--- src/include/trc_consts.svh ---
// Purpose: Offsets, field positions, reset values and limits of the retry and rate controller.
// Assumes: 32-bit Avalon-MM register port, word addressed by byte offset.
// Notes:   Rate codes index the ordered table 6,9,12,18,24,36,48,54 Mbps.
`ifndef TRC_CONSTS_SVH
`define TRC_CONSTS_SVH
`define TRC_OFF_CTRL        8'h00
`define TRC_OFF_MAXRATE     8'h04
`define TRC_OFF_ATTEMPT     8'h08
`define TRC_OFF_REQUEUE     8'h0c
`define TRC_OFF_STATUS      8'h10
`define TRC_OFF_COUNTS      8'h14
`define TRC_CTRL_ADAPT_BIT  0
`define TRC_CTRL_MULTI_BIT  1
`define TRC_CTRL_SWRTY_BIT  2
`define TRC_CTRL_RESET      3'h7
`define TRC_RATE_MIN        3'h0
`define TRC_RATE_FULL_MAX   3'h7
`define TRC_RATE_RED_MAX    3'h4
`define TRC_ATTEMPT_RESET   4'h4
`define TRC_ATTEMPT_MAX     4'ha
`define TRC_REQUEUE_RESET   7'h03
`define TRC_REQUEUE_MIN     7'h01
`define TRC_REQUEUE_MAX     7'h64
`define TRC_HIST_MAX        2'h3
`define TRC_IDLE_LIMIT      16'hffff
`define TRC_RSSI_GOOD       8'h28
`define TRC_RSSI_POOR       8'h14
`endif

--- src/include/trc_pkg.sv ---
// Purpose: Types shared by the retry and rate controller.
// Assumes: Nothing beyond the constants header.
// Notes:   Structs carry the frame request and the transmit order.
package trc_pkg;
  typedef logic [2:0] trc_rate_t;
  typedef struct packed {
    logic [3:0] dest;
    logic       unicast;
  } trc_frame_s;
  typedef struct packed {
    logic [3:0] dest;
    trc_rate_t  rate;
    logic       retry;
  } trc_tx_s;
  typedef enum logic [1:0] {TRC_OK, TRC_FAIL, TRC_REQUEUED, TRC_DROPPED} trc_outcome_e;
endpackage

--- src/logic/trc_rate_table.sv ---
// Purpose: Per-destination rate decision state and choice of the next rate.
// Assumes: One result update per finished attempt.
// Notes:   Rates move between the lowest index and the cap only.
`include "trc_consts.svh"
module trc_rate_table #(
  parameter int DEST_COUNT = 16
) (
  // Clock and reset.
  input  wire logic              ref_clk,
  input  wire logic              reset,
  // Query.
  input  wire logic [3:0]        qDest,
  input  wire trc_pkg::trc_rate_t rateCap,
  input  wire logic              adaptOn,
  output trc_pkg::trc_rate_t     qRate,
  // Attempt outcome.
  input  wire logic              updValid,
  input  wire logic [3:0]        updDest,
  input  wire logic              updAcked,
  input  wire logic [7:0]        updRssi
);
  trc_pkg::trc_rate_t rate_reg [DEST_COUNT];
  trc_pkg::trc_rate_t rate_next [DEST_COUNT];
  logic [1:0]         hist_reg [DEST_COUNT];
  logic [1:0]         hist_next [DEST_COUNT];
  logic [15:0]        idle_reg [DEST_COUNT];
  logic [15:0]        idle_next [DEST_COUNT];

  // Each destination keeps its own rate, success run and idle time.
  for (genvar d = 0; d < DEST_COUNT; d++) begin : g_dest
    always_comb begin
      rate_next[d] = rate_reg[d];
      hist_next[d] = hist_reg[d];
      idle_next[d] = (idle_reg[d] == `TRC_IDLE_LIMIT) ? idle_reg[d] : idle_reg[d] + 16'h0001;
      if (updValid && updDest == 4'(d)) begin
        idle_next[d] = 16'h0000;
        if (!updAcked || updRssi < `TRC_RSSI_POOR) begin
          hist_next[d] = 2'h0;
          if (rate_reg[d] != `TRC_RATE_MIN) begin
            rate_next[d] = rate_reg[d] - 3'h1;
          end
        end else if (hist_reg[d] == `TRC_HIST_MAX && updRssi >= `TRC_RSSI_GOOD) begin
          hist_next[d] = 2'h0;
          if (rate_reg[d] < rateCap) begin
            rate_next[d] = rate_reg[d] + 3'h1;
          end
        end else if (hist_reg[d] != `TRC_HIST_MAX) begin
          hist_next[d] = hist_reg[d] + 2'h1;
        end
      end
    end
    always_ff @(posedge ref_clk) begin
      if (reset) begin
        rate_reg[d] <= `TRC_RATE_MIN;
        hist_reg[d] <= 2'h0;
        idle_reg[d] <= 16'h0000;
      end else begin
        rate_reg[d] <= rate_next[d];
        hist_reg[d] <= hist_next[d];
        idle_reg[d] <= idle_next[d];
      end
    end
  end

  // Fixed rate when adaptation is off, otherwise clamp to the cap; a long idle drops one step.
  always_comb begin
    qRate = rate_reg[qDest];
    if (idle_reg[qDest] == `TRC_IDLE_LIMIT && qRate != `TRC_RATE_MIN) begin
      qRate = qRate - 3'h1;
    end
    if (!adaptOn || qRate > rateCap) begin
      qRate = rateCap;
    end
  end
endmodule // trc_rate_table

--- src/logic/trc_reg_slave.sv ---
// Purpose: Avalon-MM register slave holding the controller settings.
// Assumes: One-cycle waitrequest on every access.
// Notes:   Out-of-range writes to the rate, attempt and requeue limits are ignored and keep the old value.
`include "trc_consts.svh"
module trc_reg_slave #(
  parameter bit FULL_RATE = 1'b1
) (
  // Clock and reset.
  input  wire logic        ref_clk,
  input  wire logic        reset,
  // Avalon-MM slave.
  input  wire logic [7:0]  address,
  input  wire logic        read,
  input  wire logic        write,
  input  wire logic [31:0] writedata,
  output logic [31:0]      readdata,
  output logic             waitrequest,
  // Settings and status.
  output logic [2:0]       ctrl,
  output logic [2:0]       maxRate,
  output logic [3:0]       attemptLimit,
  output logic [6:0]       requeueLimit,
  input  wire logic [31:0] statusWord,
  input  wire logic [31:0] countWord
);
  localparam logic [2:0] RateTop   = FULL_RATE ? `TRC_RATE_FULL_MAX : `TRC_RATE_RED_MAX;
  logic        ack_reg;
  logic        ack_next;
  logic        wait_reg;
  logic [31:0] rd_reg;
  logic [31:0] rd_next;
  logic [2:0]  ctrl_next;
  logic [2:0]  max_next;
  logic [3:0]  att_next;
  logic [6:0]  req_next;

  // Decode the access, range-check writes and assemble read data.
  always_comb begin
    ack_next  = (read || write) && !ack_reg;
    ctrl_next = ctrl;
    max_next  = maxRate;
    att_next  = attemptLimit;
    req_next  = requeueLimit;
    rd_next   = rd_reg;
    if (write && ack_reg) begin
      unique case (address)
        `TRC_OFF_CTRL: ctrl_next = writedata[2:0];
        `TRC_OFF_MAXRATE: if (writedata <= 32'(RateTop)) max_next = writedata[2:0];
        `TRC_OFF_ATTEMPT: if (writedata <= 32'(`TRC_ATTEMPT_MAX)) att_next = writedata[3:0];
        `TRC_OFF_REQUEUE: if (writedata >= 32'(`TRC_REQUEUE_MIN) && writedata <= 32'(`TRC_REQUEUE_MAX)) begin
          req_next = writedata[6:0];
        end
        default: ;
      endcase
    end
    if (read && !ack_reg) begin
      unique case (address)
        `TRC_OFF_CTRL:    rd_next = {29'h0, ctrl};
        `TRC_OFF_MAXRATE: rd_next = {29'h0, maxRate};
        `TRC_OFF_ATTEMPT: rd_next = {28'h0, attemptLimit};
        `TRC_OFF_REQUEUE: rd_next = {25'h0, requeueLimit};
        `TRC_OFF_STATUS:  rd_next = statusWord;
        `TRC_OFF_COUNTS:  rd_next = countWord;
        default:          rd_next = 32'h0;
      endcase
    end
  end

  // Register settings; the slave answers on the second cycle of each access.
  always_ff @(posedge ref_clk) begin
    if (reset) begin
      ack_reg      <= 1'b0;
      wait_reg     <= 1'b1;
      rd_reg       <= 32'h0;
      ctrl         <= `TRC_CTRL_RESET;
      maxRate      <= RateTop;
      attemptLimit <= `TRC_ATTEMPT_RESET;
      requeueLimit <= `TRC_REQUEUE_RESET;
    end else begin
      ack_reg      <= ack_next;
      wait_reg     <= !ack_next;
      rd_reg       <= rd_next;
      ctrl         <= ctrl_next;
      maxRate      <= max_next;
      attemptLimit <= att_next;
      requeueLimit <= req_next;
    end
  end

  // Waitrequest comes from a flop: high while idle, low for the one answering cycle.
  assign waitrequest = wait_reg;
  assign readdata    = rd_reg;
endmodule // trc_reg_slave

--- src/logic/trc_retry_ctrl.sv ---
// Purpose: Transmit retry and rate controller for one frame at a time.
// Assumes: Queue offers a frame with valid; transmitter answers each attempt with one result pulse.
// Notes:   Requeue pulses frameRequeue and resends the held frame at once from a clear attempt count.
//
// The register addresses and the Avalon-MM register port were decided locally.
`include "trc_consts.svh"
module trc_retry_ctrl #(
  parameter bit FULL_RATE  = 1'b1,
  parameter int DEST_COUNT = 16
) (
  // Clock and reset.
  input  wire logic               ref_clk,
  input  wire logic               reset,
  // Avalon-MM register port.
  input  wire logic [7:0]         address,
  input  wire logic               read,
  input  wire logic               write,
  input  wire logic [31:0]        writedata,
  output logic [31:0]             readdata,
  output logic                    waitrequest,
  // Transmit queue head.
  input  wire logic               frameValid,
  input  wire trc_pkg::trc_frame_s frameIn,
  output logic                    frameTake,
  output logic                    frameRequeue,
  output logic                    frameDrop,
  output logic                    frameDone,
  // Radio transmitter.
  output logic                    txStart,
  output trc_pkg::trc_tx_s        txOrder,
  input  wire logic               txResult,
  input  wire logic               txAcked,
  input  wire logic [7:0]         txRssi
);
  typedef enum {IDLE, SEND, WAIT} trc_state_e;
  trc_state_e          state_reg, state_next;
  trc_pkg::trc_frame_s frame_reg, frame_next;
  trc_pkg::trc_rate_t  rate_reg, rate_next;
  logic [3:0]          hw_reg, hw_next;
  logic [6:0]          sw_reg, sw_next;
  logic                start_reg, start_next;
  trc_pkg::trc_tx_s    order_reg, order_next;
  logic                take_reg, take_next;
  logic                req_reg, req_next;
  logic                drop_reg, drop_next;
  logic                done_reg, done_next;
  logic [15:0]         dropCnt_reg, dropCnt_next;
  logic [15:0]         reqCnt_reg, reqCnt_next;
  logic [2:0]          ctrl;
  logic [2:0]          maxRate;
  logic [3:0]          attemptLimit;
  logic [6:0]          requeueLimit;
  trc_pkg::trc_rate_t  qRate;
  logic                multiOn;
  logic                swRetryOn;
  logic                adaptOn;

  assign adaptOn   = ctrl[`TRC_CTRL_ADAPT_BIT];
  assign multiOn   = ctrl[`TRC_CTRL_MULTI_BIT];
  assign swRetryOn = ctrl[`TRC_CTRL_SWRTY_BIT];

  // Settings registers and status readback.
  trc_reg_slave #(.FULL_RATE(FULL_RATE)) u_regs (
    .ref_clk      (ref_clk),
    .reset        (reset),
    .address      (address),
    .read         (read),
    .write        (write),
    .writedata    (writedata),
    .readdata     (readdata),
    .waitrequest  (waitrequest),
    .ctrl         (ctrl),
    .maxRate      (maxRate),
    .attemptLimit (attemptLimit),
    .requeueLimit (requeueLimit),
    .statusWord   ({16'h0, 4'h0, frame_reg.dest, sw_reg[3:0], hw_reg}),
    .countWord    ({reqCnt_reg, dropCnt_reg})
  );

  // Per-destination rate choice, updated from each attempt outcome.
  trc_rate_table #(.DEST_COUNT(DEST_COUNT)) u_rates (
    .ref_clk  (ref_clk),
    .reset    (reset),
    .qDest    (state_reg == IDLE ? frameIn.dest : frame_reg.dest),
    .rateCap  (maxRate),
    .adaptOn  (adaptOn && multiOn),
    .qRate    (qRate),
    .updValid (txResult && state_reg == WAIT),
    .updDest  (frame_reg.dest),
    .updAcked (txAcked),
    .updRssi  (txRssi)
  );

  // Frame sequencing: take, send, retry at same rate, requeue or drop.
  always_comb begin
    state_next   = state_reg;
    frame_next   = frame_reg;
    rate_next    = rate_reg;
    hw_next      = hw_reg;
    sw_next      = sw_reg;
    start_next   = 1'b0;
    order_next   = order_reg;
    take_next    = 1'b0;
    req_next     = 1'b0;
    drop_next    = 1'b0;
    done_next    = 1'b0;
    dropCnt_next = dropCnt_reg;
    reqCnt_next  = reqCnt_reg;
    unique case (state_reg)
      IDLE: if (frameValid) begin
        frame_next = frameIn;
        rate_next  = qRate;
        hw_next    = 4'h0;
        sw_next    = 7'h00;
        take_next  = 1'b1;
        state_next = SEND;
      end
      SEND: begin
        start_next = 1'b1;
        order_next = '{dest: frame_reg.dest, rate: rate_reg, retry: hw_reg != 4'h0};
        state_next = WAIT;
      end
      WAIT: if (txResult) begin
        if (txAcked) begin
          done_next  = 1'b1;
          hw_next    = 4'h0;
          sw_next    = 7'h00;
          state_next = IDLE;
        end else if (hw_reg < attemptLimit) begin
          hw_next    = hw_reg + 4'h1;
          state_next = SEND;
        end else if (multiOn && swRetryOn && sw_reg < requeueLimit) begin
          req_next    = 1'b1;
          reqCnt_next = reqCnt_reg + 16'h0001;
          sw_next     = sw_reg + 7'h01;
          hw_next     = 4'h0;
          rate_next   = qRate;
          state_next  = SEND;
        end else begin
          drop_next    = 1'b1;
          dropCnt_next = dropCnt_reg + 16'h0001;
          hw_next      = 4'h0;
          sw_next      = 7'h00;
          state_next   = IDLE;
        end
      end
    endcase
  end

  // Register the sequencing state and the outputs.
  always_ff @(posedge ref_clk) begin
    if (reset) begin
      state_reg   <= IDLE;
      frame_reg   <= '0;
      rate_reg    <= `TRC_RATE_MIN;
      hw_reg      <= 4'h0;
      sw_reg      <= 7'h00;
      start_reg   <= 1'b0;
      order_reg   <= '0;
      take_reg    <= 1'b0;
      req_reg     <= 1'b0;
      drop_reg    <= 1'b0;
      done_reg    <= 1'b0;
      dropCnt_reg <= 16'h0;
      reqCnt_reg  <= 16'h0;
    end else begin
      state_reg   <= state_next;
      frame_reg   <= frame_next;
      rate_reg    <= rate_next;
      hw_reg      <= hw_next;
      sw_reg      <= sw_next;
      start_reg   <= start_next;
      order_reg   <= order_next;
      take_reg    <= take_next;
      req_reg     <= req_next;
      drop_reg    <= drop_next;
      done_reg    <= done_next;
      dropCnt_reg <= dropCnt_next;
      reqCnt_reg  <= reqCnt_next;
    end
  end

  assign txStart      = start_reg;
  assign txOrder      = order_reg;
  assign frameTake    = take_reg;
  assign frameRequeue = req_reg;
  assign frameDrop    = drop_reg;
  assign frameDone    = done_reg;
endmodule // trc_retry_ctrl

--- config.mk ---
export PLATFORM = sky130hd
export DESIGN_NAME = trc_retry_ctrl
export DESIGN_NICKNAME = d
export VERILOG_FILES = /design/src/include/trc_pkg.sv /design/src/logic/trc_rate_table.sv /design/src/logic/trc_reg_slave.sv /design/src/logic/trc_retry_ctrl.sv
export VERILOG_INCLUDE_DIRS = /design/src /design/src/include
export SDC_FILE = /design/constraint.sdc
export NUM_CORES = 1
export LEC_CHECK = 0
export ABC_AREA = 0
export BUFFER_PORTS_ARGS = -buffer_cell sky130_fd_sc_hd__buf_2
export CAP_MARGIN = 20
export CORE_MARGIN = 2
export CORE_UTILIZATION = 35
export CTS_CLUSTER_DIAMETER = 30
export DETAILED_ROUTE_END_ITERATION = 6
export SLEW_MARGIN = 15
export SYNTH_ARGS = -nofsm -noshare
export SYNTH_HDL_FRONTEND = slang
export SYNTH_HIERARCHICAL = 1
export SYNTH_SLANG_ARGS = --single-unit
--- constraint.sdc ---
create_clock -name ref_clk -period 5 [get_ports ref_clk]
set_input_delay 0.25 -clock ref_clk [delete_from_list [all_inputs] [get_ports ref_clk]]
set_output_delay 0.25 -clock ref_clk [all_outputs]
set_load 0.05 [all_outputs]
* Yosys cells after proc, flatten, opt, wreduce, memory -nomap -nowiden
Memory sizes are Yosys's and may differ from the RTL's. Index checks and enable logic that the tools add are counted.
Storage, ports and cells: memory bits (writable) 336, word-level logic and storage cells 595, memories kept 3, output and inout bits 46, bits of input ports 60, flip-flop bits (word level) 146
Operators by class: reductions and logical operators 85, muxes and demuxes 259, bitwise operators 54, add/subtract/negate cells 69, magnitude comparators 25, equality and inequality tests 78
Memory list:
- u_rates.idle_reg | depth 16, bits a word 16, read ports 17, clocked after Yosys merged registers in 0, wr ports 16, RTL line trc_rate_table.sv:26 | logic [15:0] idle_reg [DEST_COUNT];
- u_rates.rate_reg | depth 16, bits a word 3, read ports 17, clocked after Yosys merged registers in 0, wr ports 16, RTL line trc_rate_table.sv:22 | trc_pkg::trc_rate_t rate_reg [DEST_COUNT];
- u_rates.hist_reg | depth 16, bits a word 2, read ports 16, clocked after Yosys merged registers in 0, wr ports 16, RTL line trc_rate_table.sv:24 | logic [1:0] hist_reg [DEST_COUNT];
Operators with widths (number):
- 16-bit 2-to-1 mux | 48
- 3-bit 2-to-1 mux | 103
- 16-bit by 1-bit adder with 16-bit output, second input constant | 18
- 16-bit equality test, second input constant | 17
- 32-bit one-hot mux with 6 select lines | 1
- 2-bit 2-to-1 mux | 80
- 32-bit one-hot mux with 3 select lines | 1
- 32-bit zero test | 2
- 32-bit 2-to-1 mux | 2
- 3-bit nonzero test | 17
- 3-bit by 1-bit subtractor with 3-bit output, second input constant | 17
- 3-bit by 1-bit adder with 3-bit output, second input constant | 16
- 3-bit < comparator | 16
- 1-bit OR | 48
- 2-bit inequality test, second input constant | 21
- 1-bit logical AND | 41
- 7-bit 2-to-1 mux | 5
- 2-bit by 1-bit adder with 2-bit output, second input constant | 16
- 2-bit equality test, second input constant | 16
- 32-bit by 1-bit equality test with 1-bit output, second input constant | 1
- 32-bit by 2-bit equality test with 1-bit output, second input constant | 1
- 32-bit by 3-bit equality test with 1-bit output, second input constant | 1
- 4-bit equality test, second input constant | 8
- 32-bit by 1-bit >= comparator with 1-bit output, second input constant | 1
- other kinds (37) | 73

* Depth between registers and ports, before layout
Gate-level depths: netlist of the first run. An unclocked memory read counts as a cell.
depth in word-level cells 14, mapped depth 25, gate-level depth less buffers 22

* Modules after synthesis
The synthesis of the first run kept the hierarchy.
By module, submodules not included:
- trc_rate_table | instances 1, cells each 2052, seq. area each 6726.5 µm², area an instance 17359.1 µm²
- trc_retry_ctrl | instances 1, cells each 383, seq. area each 1301.2 µm², area an instance 3296.9 µm²
- trc_reg_slave | instances 1, cells each 270, seq. area each 1021.0 µm², area an instance 2446.1 µm²

* Least setup slack after synthesis of the first run
Ideal clock, no wire load.
path kind reg2reg, start point register state_reg[0], end point register rate_reg[0], cell stages (with the launch flop) 26, required time 4.928 ns, arrival time 4.235 ns, library setup time 0.072 ns, path buffers 3, period minus slack after synthesis 4.307 ns, path slack 0.693 ns, cell sequence dfxtp_1 -> nor2_1 -> mux2_2 -> buf_6 -> buf_6 -> clkbuf_1 -> mux4_2 -> nand2_1 -> nand3_1 -> o21a_1 -> inv_1 -> ha_1 -> ha_1 -> nor3_1 -> a221oi_2 -> or3_1 -> nand2_1 -> ha_1 -> nor2b_1 -> o21ai_0 -> a32oi_1 -> nor2b_1 -> nor2_1 -> a31oi_1 -> nand2b_1 -> mux2i_1
Between the ends: cells in the longest elaborated chain, start to end 14, elaborated cells between the ends (all ways) 27, classes of those cells add/sub: 1; order compare: 1; eq/ne: 7; mux: 9; reduce/logical: 7; memory: 2
Ends and longest elaborated chain:
- start, declared | RTL line trc_retry_ctrl.sv:36 | trc_state_e state_reg, state_next;
- start signal, assigned | RTL line trc_retry_ctrl.sv:167 | state_reg <= state_next;
- 32-bit zero test * | RTL line trc_retry_ctrl.sv:84 | .qDest (state_reg == IDLE ? frameIn.dest : frame_reg.dest),
- 4-bit 2-to-1 mux * | RTL line trc_retry_ctrl.sv:84
- memory read 16 x 16 bit or memory read 16 x 3 bit (tied branches)
- 16-bit equality test (no line) or 3-bit nonzero test (tied branches)
- 1-bit logical AND (no line)
- 3-bit 2-to-1 mux * | RTL line trc_rate_table.sv:68 | if (idle_reg[qDest] == `TRC_IDLE_LIMIT && qRate != `TRC_RATE_MIN) begin
- 3-bit greater-than comparator | RTL line trc_rate_table.sv:71 | if (!adaptOn || qRate > rateCap) begin
- 1-bit logical OR | RTL line trc_rate_table.sv:71
- 3-bit 2-to-1 mux * | RTL line trc_rate_table.sv:71
- net qRate[0] | RTL line trc_retry_ctrl.sv:53 | trc_pkg::trc_rate_t qRate;
- 3-bit 2-to-1 mux | RTL line trc_retry_ctrl.sv:132 | end else if (multiOn && swRetryOn && sw_reg < requeueLimit) begin
- 3-bit 2-to-1 mux | RTL line trc_retry_ctrl.sv:129 | end else if (hw_reg < attemptLimit) begin
- 3-bit 2-to-1 mux | RTL line trc_retry_ctrl.sv:124 | if (txAcked) begin
- 3-bit 2-to-1 mux | RTL line trc_retry_ctrl.sv:123 | WAIT: if (txResult) begin
- 3-bit one-hot mux with 2 select lines * | RTL line trc_retry_ctrl.sv:109 | unique case (state_reg)
- end signal, assigned | RTL line trc_retry_ctrl.sv:155 | rate_reg <= `TRC_RATE_MIN;
- end signal, assigned | RTL line trc_retry_ctrl.sv:169 | rate_reg <= rate_next;
- end, declared | RTL line trc_retry_ctrl.sv:38 | trc_pkg::trc_rate_t rate_reg, rate_next;
Mark *: on every way through the listed nets, which the timed path passes. The rest lies on a longest branch. The select of a mux whose other input is x is not followed. A chain may end at the register's enable or synchronous reset.

* Worst setup path after layout of the first run
start point register state_reg[0], end point register rate_reg[1]
The elaborated chain is that of the path after synthesis.

==> results of run 1 <==
-- per-layer routing --
metal	track usage	wire [um]	vias to the layer above
li1	-	-	10000
met1	0.218	27000	9218
met2	0.264	25200	351
met3	0.0292	2440	89
met4	0.0625	1230	0
met5	0	0	-
-- worst reg2reg max path, cell delays in order (launching register included) --
cell and delay (ns):
dfxtp_1 0.30, nor2_1 0.18, buf_4 0.17, mux2_2 0.44
buf_4 0.24, mux4_2 0.23, nand2_1 0.05, nand3_1 0.10
o21a_1 0.15, inv_1 0.05, ha_1 0.17, ha_1 0.24
nor3_1 0.33, a221oi_4 0.14, or3_1 0.36, nand2_1 0.08
ha_1 0.23, nor2b_1 0.13, o21ai_0 0.15, a32oi_1 0.09
nor2b_2 0.24, nor2_1 0.07, a31oi_1 0.18, nand2b_1 0.07
mux2i_1 0.12
-- cell usage in the layout, fill, tap and decap left out, types with 65 or more instances in the layout --
master / instances
nor2_1: 376
nand4_1: 103
clkbuf_16: 110
nand3_1: 106
buf_2: 101
nand2_1: 248
inv_1: 80
dfxtp_1: 452
xor2_1: 113
a21oi_1: 140
o21ai_0: 65
ha_1: 83
xnor2_1: 91
-- where the power goes --
part / internal, mW / total [mW] / switching (mW)
registers: 3.66 / 3.71 / 0.0475
clock network: 4.95 / 7.16 / 2.21
logic: 0.168 / 0.466 / 0.298
total: 8.78 / 11.3 / 2.55
-- repair_timing --
action / in CTS / in global routing
gates resized for setup: 0 / 3
endpoints found under the hold margin: 24 / 0
endpoints found under the setup margin: 0 / 3
hold buffers: 15 / 0
-- cell families (layout without fill, tap and decap cells) --
kind of cell,after synthesis,in the layout,share of synthesized area
AOI/OAI and AO/OA,458,458,0.128
xor gates and xnor gates,204,204,0.0773
adders and majority gates,99,99,0.0588
buffers and inverters,192,416,0.0347
DFF,452,452,0.392
muxes,87,87,0.0465
other,1,20,0.000162
and+or+nand+nor,1212,1212,0.263
-- area by class of cell --
class	instances	share of cell area
Multi-Input combinational cell	2080	0.470
Sequential cell	452	0.319
Clock buffer	132	0.104
Tap cell	864	0.0381
Timing Repair Buffer	139	0.0293
Clock inverter	64	0.0293
Inverter	81	0.0107
-- final timing paths --
kind / from / end / slack [ns] / cells after the start
max: state_reg[0] / rate_reg[1] / 0.40 / 24
min: writedata[7] / u_regs/attemptLimit[3] / 0.07 / 4
max reg2reg: state_reg[0] / rate_reg[1] / 0.40 / 24
min reg2reg: u_regs/readdata[7] / u_regs/readdata[7] / 0.44 / 2
-- per-stage QoR --
step | TNS [ns] | total power, mW | utilization
after floorplan | 0 | 4.09 | -
after global placement | 0 | 4.22 | 0.373
after detailed placement | 0 | 4.23 | 0.373
after CTS | 0 | 11.5 | 0.433
after global routing | -0.0155 | 11.7 | 0.434
final | 0 | 11.3 | 0.434
==> results.sh, run 1 <==
export IMPL_slowest_delay_ns=0.44
export IMPL_placed_cells=3599
export IMPL_path_buf_inv=3
export IMPL_ys_warn_count=6
export IMPL_drt_initial_drc_count=1273
export IMPL_cts_path_max_buffers=3
export IMPL_fp_dieH_um=261
export IMPL_synth_top_cell_by_area="dfxtp_1"
export IMPL_cts_inserted_buffers=106
export IMPL_worstPathArrival_ns=5.17
export IMPL_slew_violations=0
export IMPL_setup_viol=0
export IMPL_finClkSkew_ns=0.0238
export IMPL_grt_ovfl_total=0
export IMPL_drc=0
export IMPL_multi_input_area_um2=13400
export IMPL_power_density_nw_per_um2=399
export IMPL_yosysUniqueCellTypes=80
export IMPL_pre_cts_slack_ns=0.342
export IMPL_gp_congestion=0.816
export IMPL_crit_path_end_kind="flop"
export IMPL_path_class="flop to flop"
export IMPL_io_pins=106
export IMPL_wirelength_um=55900
export IMPL_crit_required_ns=5.57
export IMPL_min_period_ns=4.60
export IMPL_portBuffers=102
export IMPL_register_area_um2=9050
export IMPL_rows=94
export IMPL_wl_per_cell_um=14.7
export IMPL_min_period_over_period=0.920
export IMPL_antenna_cells=0
export IMPL_dp_hpwl_um=37400
export IMPL_critPathMaxFanout=17
export IMPL_max_clock_freq_ghz=0.217
export IMPL_via_per_inst=5.17
export IMPL_worstPathCellList="nor2_1, buf_4, mux2_2, buf_4, mux4_2, nand2_1, nand3_1, o21a_1, inv_1, ha_1, ha_1, nor3_1, a221oi_4, or3_1, nand2_1, ha_1, nor2b_1, o21ai_0, a32oi_1, nor2b_2, nor2_1, a31oi_1, nand2b_1, mux2i_1"
export IMPL_grt_max_degree=91
export IMPL_final_layout_size_suffix_gt1_frac=0.129
export IMPL_maxCapViolations=0
export IMPL_syn2layout_area_growth_pct=23.0
export IMPL_final_cells=3812
export IMPL_slowest_stage="mux2_2"
export IMPL_htreeDepth=3
export IMPL_place_area_um2=24400
export IMPL_grt_usage=0.164
export IMPL_largest_register_ffs=256
export IMPL_fin_ws_ns=0.400
export IMPL_dieArea_um2=68100
export IMPL_vias=19700
export IMPL_synth_edf_count=0
export IMPL_grt_pass1_wl_um=93300
export IMPL_synthArstFlopShare=0
export IMPL_dr_pass1_iters=5
export IMPL_clkLatencyLatePin_ns=0.64
export IMPL_core_area_um2=65500
export IMPL_cpMostUsedCell="ha_1"
export IMPL_start_kind="flop"
export IMPL_ys_flop_type="dfxtp_1"
export IMPL_start_util=0.353
export IMPL_vdd_drop_max_mv=0.243
export IMPL_cp_top_family="simple AND/OR/NAND/NOR gates"
export IMPL_synthTopCellsByArea="dfxtp_1 39%, nor2_1 6.1%, ha_1 4.5%"
export IMPL_synth_most_common_cell="dfxtp_1"
export IMPL_post_cts_buffers=0
export IMPL_worst_pin_slew_ns=1.06
export IMPL_cts_reportedPaths_clkPinSlew_ns=0.05
export IMPL_cts_sinks=452
export IMPL_final_area_um2=28400
export IMPL_antenna_left=0
export IMPL_min_path_type="input port to flop"
export IMPL_synth_area_um2=23100
export IMPL_power_leakage_nw=10.5
export IMPL_yosysSeqAreaShare=0.392
export IMPL_syn_inst=2705
export IMPL_die_w_um=261
export IMPL_timing_hold_ws_ns=0.0653
export IMPL_grt_pass1_vias=18800
export IMPL_fin_nets=3019
export IMPL_max_slew_margin=0.294
export IMPL_fillers=6386
export IMPL_synth_top_area_share=0.392
export IMPL_status="finished clean"
export IMPL_synthTopCellsByCount="452 x dfxtp_1, 376 x nor2_1, 248 x nand2_1, 141 x a21oi_1, 113 x xor2_1"
export IMPL_hold_viol=0
export IMPL_clockRootBuffer="clkbuf_16"
export IMPL_antenna_found_initial=0
export IMPL_synth_seq_cells=452
export IMPL_syn_area_per_cell_um2=8.54
export IMPL_cts_tree="yes"
Power figures use the tool's default switching activity.
==> run 2: changes to the inputs <==
clock period = 3.8 ns   (was 5 ns; I/O delays follow)
==> run 2 against run 1 <==
The run now ends with negative setup slack left. Combinational power increased by 63%. Clock skew is 0.056 ns higher. Clock power up 38%. Global-route usage up 0.25 points. Utilization increased by 1.4 points. Critical endpoint is now rate_reg[2].
==> results.sh, run 2 (synthesized netlist as in run 1, its figures left out) <==
export IMPL_status="complete, but fails checks"
export IMPL_violations="negative setup slack"
export IMPL_rrSetupSlack_ns=-0.27
export IMPL_clkLatencyLatePin_ns=0.68
export IMPL_power_leakage_nw=11.0
export IMPL_htreeDepth=3
export IMPL_rr_endpoint="rate_reg[2]"
export IMPL_grt_max_degree=112
export IMPL_cp_depth=19
export IMPL_wirelength_um=57400
export IMPL_slew_violations=0
export IMPL_antenna_found_initial=0
export IMPL_finClkSkew_ns=0.0798
export IMPL_vdd_drop_max_mv=0.409
export IMPL_slowest_stage="or3_1"
export IMPL_layout_common_cells="450 x dfxtp_1, 371 x nor2_1, 247 x nand2_1"
export IMPL_whs_endpoint="hw_reg[1]"
export IMPL_cts_reportedPaths_clkPinSlew_ns=0.05
export IMPL_cts_inserted_buffers=110
export IMPL_intPower_mw=11.9
export IMPL_fillers=6240
export IMPL_mostFrequentLayoutCell="dfxtp_1"
export IMPL_final_cells=3882
export IMPL_drt_initial_drc_count=1135
export IMPL_vias=19900
export IMPL_pre_cts_slack_ns=-0.372
export IMPL_rsz0062_at_grt="true"
export IMPL_antenna_left=0
export IMPL_antenna_cells=0
export IMPL_switching_share=0.231
export IMPL_portBuffers=102
export IMPL_dr_pass1_iters=7
export IMPL_largest_register_ffs=256
export IMPL_worstPathArrival_ns=4.65
export IMPL_min_period_ns=4.07
export IMPL_share_seq_of_total_power=0.315
export IMPL_grt_usage=0.167
export IMPL_max_clock_freq_ghz=0.246
export IMPL_placed_cells=3646
export IMPL_rows=94
export IMPL_dp_hpwl_um=39100
export IMPL_critPathMaxFanout=6
export IMPL_io_pins=106
export IMPL_cts_sinks=452
export IMPL_power_frac_comb=0.049
export IMPL_min_period_over_period=1.07
export IMPL_clockRootBuffer="clkbuf_16"
export IMPL_min_path_type="input port to flop"
export IMPL_path_buf_inv=3
export IMPL_crit_required_ns=4.39
export IMPL_p_switching_mw=3.58
export IMPL_cp_top_family="simple AND/OR/NAND/NOR gates"
export IMPL_power_density_nw_per_um2=529
export IMPL_start_kind="flop"
export IMPL_die_w_um=261
export IMPL_drc=0
export IMPL_wl_per_cell_um=14.8
export IMPL_fin_ws_ns=-0.265
export IMPL_slowest_delay_ns=0.37
export IMPL_path_class="flop to flop"
export IMPL_clockPowerShare=0.636
export IMPL_multi_input_area_um2=13500
export IMPL_fin_util=0.448
export IMPL_hold_viol=0
export IMPL_register_area_um2=9050
export IMPL_gp_congestion=0.832
export IMPL_final_layout_size_suffix_gt1_frac=0.157
export IMPL_fp_dieH_um=261
export IMPL_worstPathCellList="nor2_4, buf_12, mux2_4, buf_4, or3_1, a211o_1, a221oi_4, a221oi_4, buf_6, or3_4, and2_4, ha_4, nor2b_4, o21ai_2, a32oi_2, nor2b_4, a31oi_1, nand2b_1, mux2i_1"
export IMPL_crit_path_end_kind="flop"
export IMPL_hold_depth=5
export IMPL_grt_ovfl_total=0
export IMPL_reg2reg_depth=19
export IMPL_core_area_um2=65500
export IMPL_worst_pin_slew_ns=1.04
export IMPL_max_slew_margin=0.303
export IMPL_setup_viol=3
export IMPL_cts_path_max_buffers=3
export IMPL_final_setup_tns_ns=-0.767
export IMPL_cts_tree="yes"
export IMPL_fin_nets=3081
export IMPL_via_per_inst=5.14
export IMPL_place_area_um2=24900
export IMPL_start_util=0.353
export IMPL_final_area_um2=29300
export IMPL_maxCapViolations=0
export IMPL_reg2reg_from="state_reg[1]"
export IMPL_min_from="frameValid"
export IMPL_dieArea_um2=68100
export IMPL_syn2layout_area_growth_pct=27.0
export IMPL_grt_pass1_vias=18800
export IMPL_grt_pass1_wl_um=94300
==> run 2: cell count changes in the layout (fill, tap and decap cells not counted), moves of 3 or more <==
cell	before	now
buf_12	0	3
o21ai_0	65	61
clkbuf_8	12	16
buf_6	2	6
nor2_1	376	371
ha_4	0	5
buf_4	20	70
clkinv_16	0	5
nor2_2	0	4
ha_1	83	78
clkinv_2	15	19
==> run 2: area by class of cell <==
class / instances / share of cell area
multi-input combinational: 2081 / 0.461
sequential: 452 / 0.309
clock buffer: 134 / 0.102
timing repair buffer: 196 / 0.0450
tap: 864 / 0.0368
clock inverter: 74 / 0.0354
inverter: 81 / 0.0104
==> run 2: repair_timing <==
action / CTS / global route
pin swaps: 16 / 11
cloned: 1 / 0
resized for setup: 16 / 14
setup buffers: 6 / 3
setup endpoints to repair: 3 / 3
endpoints found under the hold margin: 26 / 0
hold buffers: 16 / 0
==> run 2: metrics by stage <==
stage          hold WS (ns)  total power [mW]
3_5_place_dp          0.434              5.63
5_1_grt              0.0637              16.1
4_1_cts             0.00880              15.7
3_3_place_gp          0.432              5.62
6_report             0.0459              15.5
2_1_floorplan         0.308              5.41
==> run 2: how the worst max path moves through the flow <==
| stage | start | endpoint |
|---|---|---|
| 2_1_floorplan | state_reg[1] | rate_reg[2] |
| 3_3_place_gp | state_reg[1] | rate_reg[1] |
| 3_5_place_dp | state_reg[1] | rate_reg[1] |
| 4_1_cts | state_reg[0] | rate_reg[1] |
| 5_1_grt | state_reg[1] | rate_reg[1] |
| 6_report | state_reg[1] | rate_reg[2] |
==> run 2: worst register-to-register path: stages, from the launching register on <==
cell      delay (ns)
dfxtp_4         0.34
nor2_4          0.20
buf_12          0.14
mux2_4          0.35
buf_4           0.16
or3_1           0.37
a211o_1         0.30
a221oi_4        0.31
a221oi_4        0.14
buf_6           0.15
or3_4           0.33
and2_4          0.17
ha_4            0.16
nor2b_4         0.10
o21ai_2         0.06
a32oi_2         0.24
nor2b_4         0.10
a31oi_1         0.17
nand2b_1        0.07
mux2i_1         0.13
==> run 2: power by group through the flow <==
stage	clock network, mW	logic (mW)	registers (mW)
3_3_place_gp	0	0.659	4.96
4_1_cts	10.1	0.724	4.88
3_5_place_dp	0	0.668	4.96
6_report	9.87	0.759	4.88
5_1_grt	10.3	0.835	4.88
2_1_floorplan	0	0.432	4.97
==> run 2: layer usage <==
metal  routed length (um)  up-vias  share of wire  track usage
met1                27800     9351           0.48        0.226
met3                 2630       97          0.046       0.0336
met5                    0        -              0            0
met2                25500      350           0.44        0.260
li1                     -    10100              -            -
met4                 1400        0          0.024       0.0641
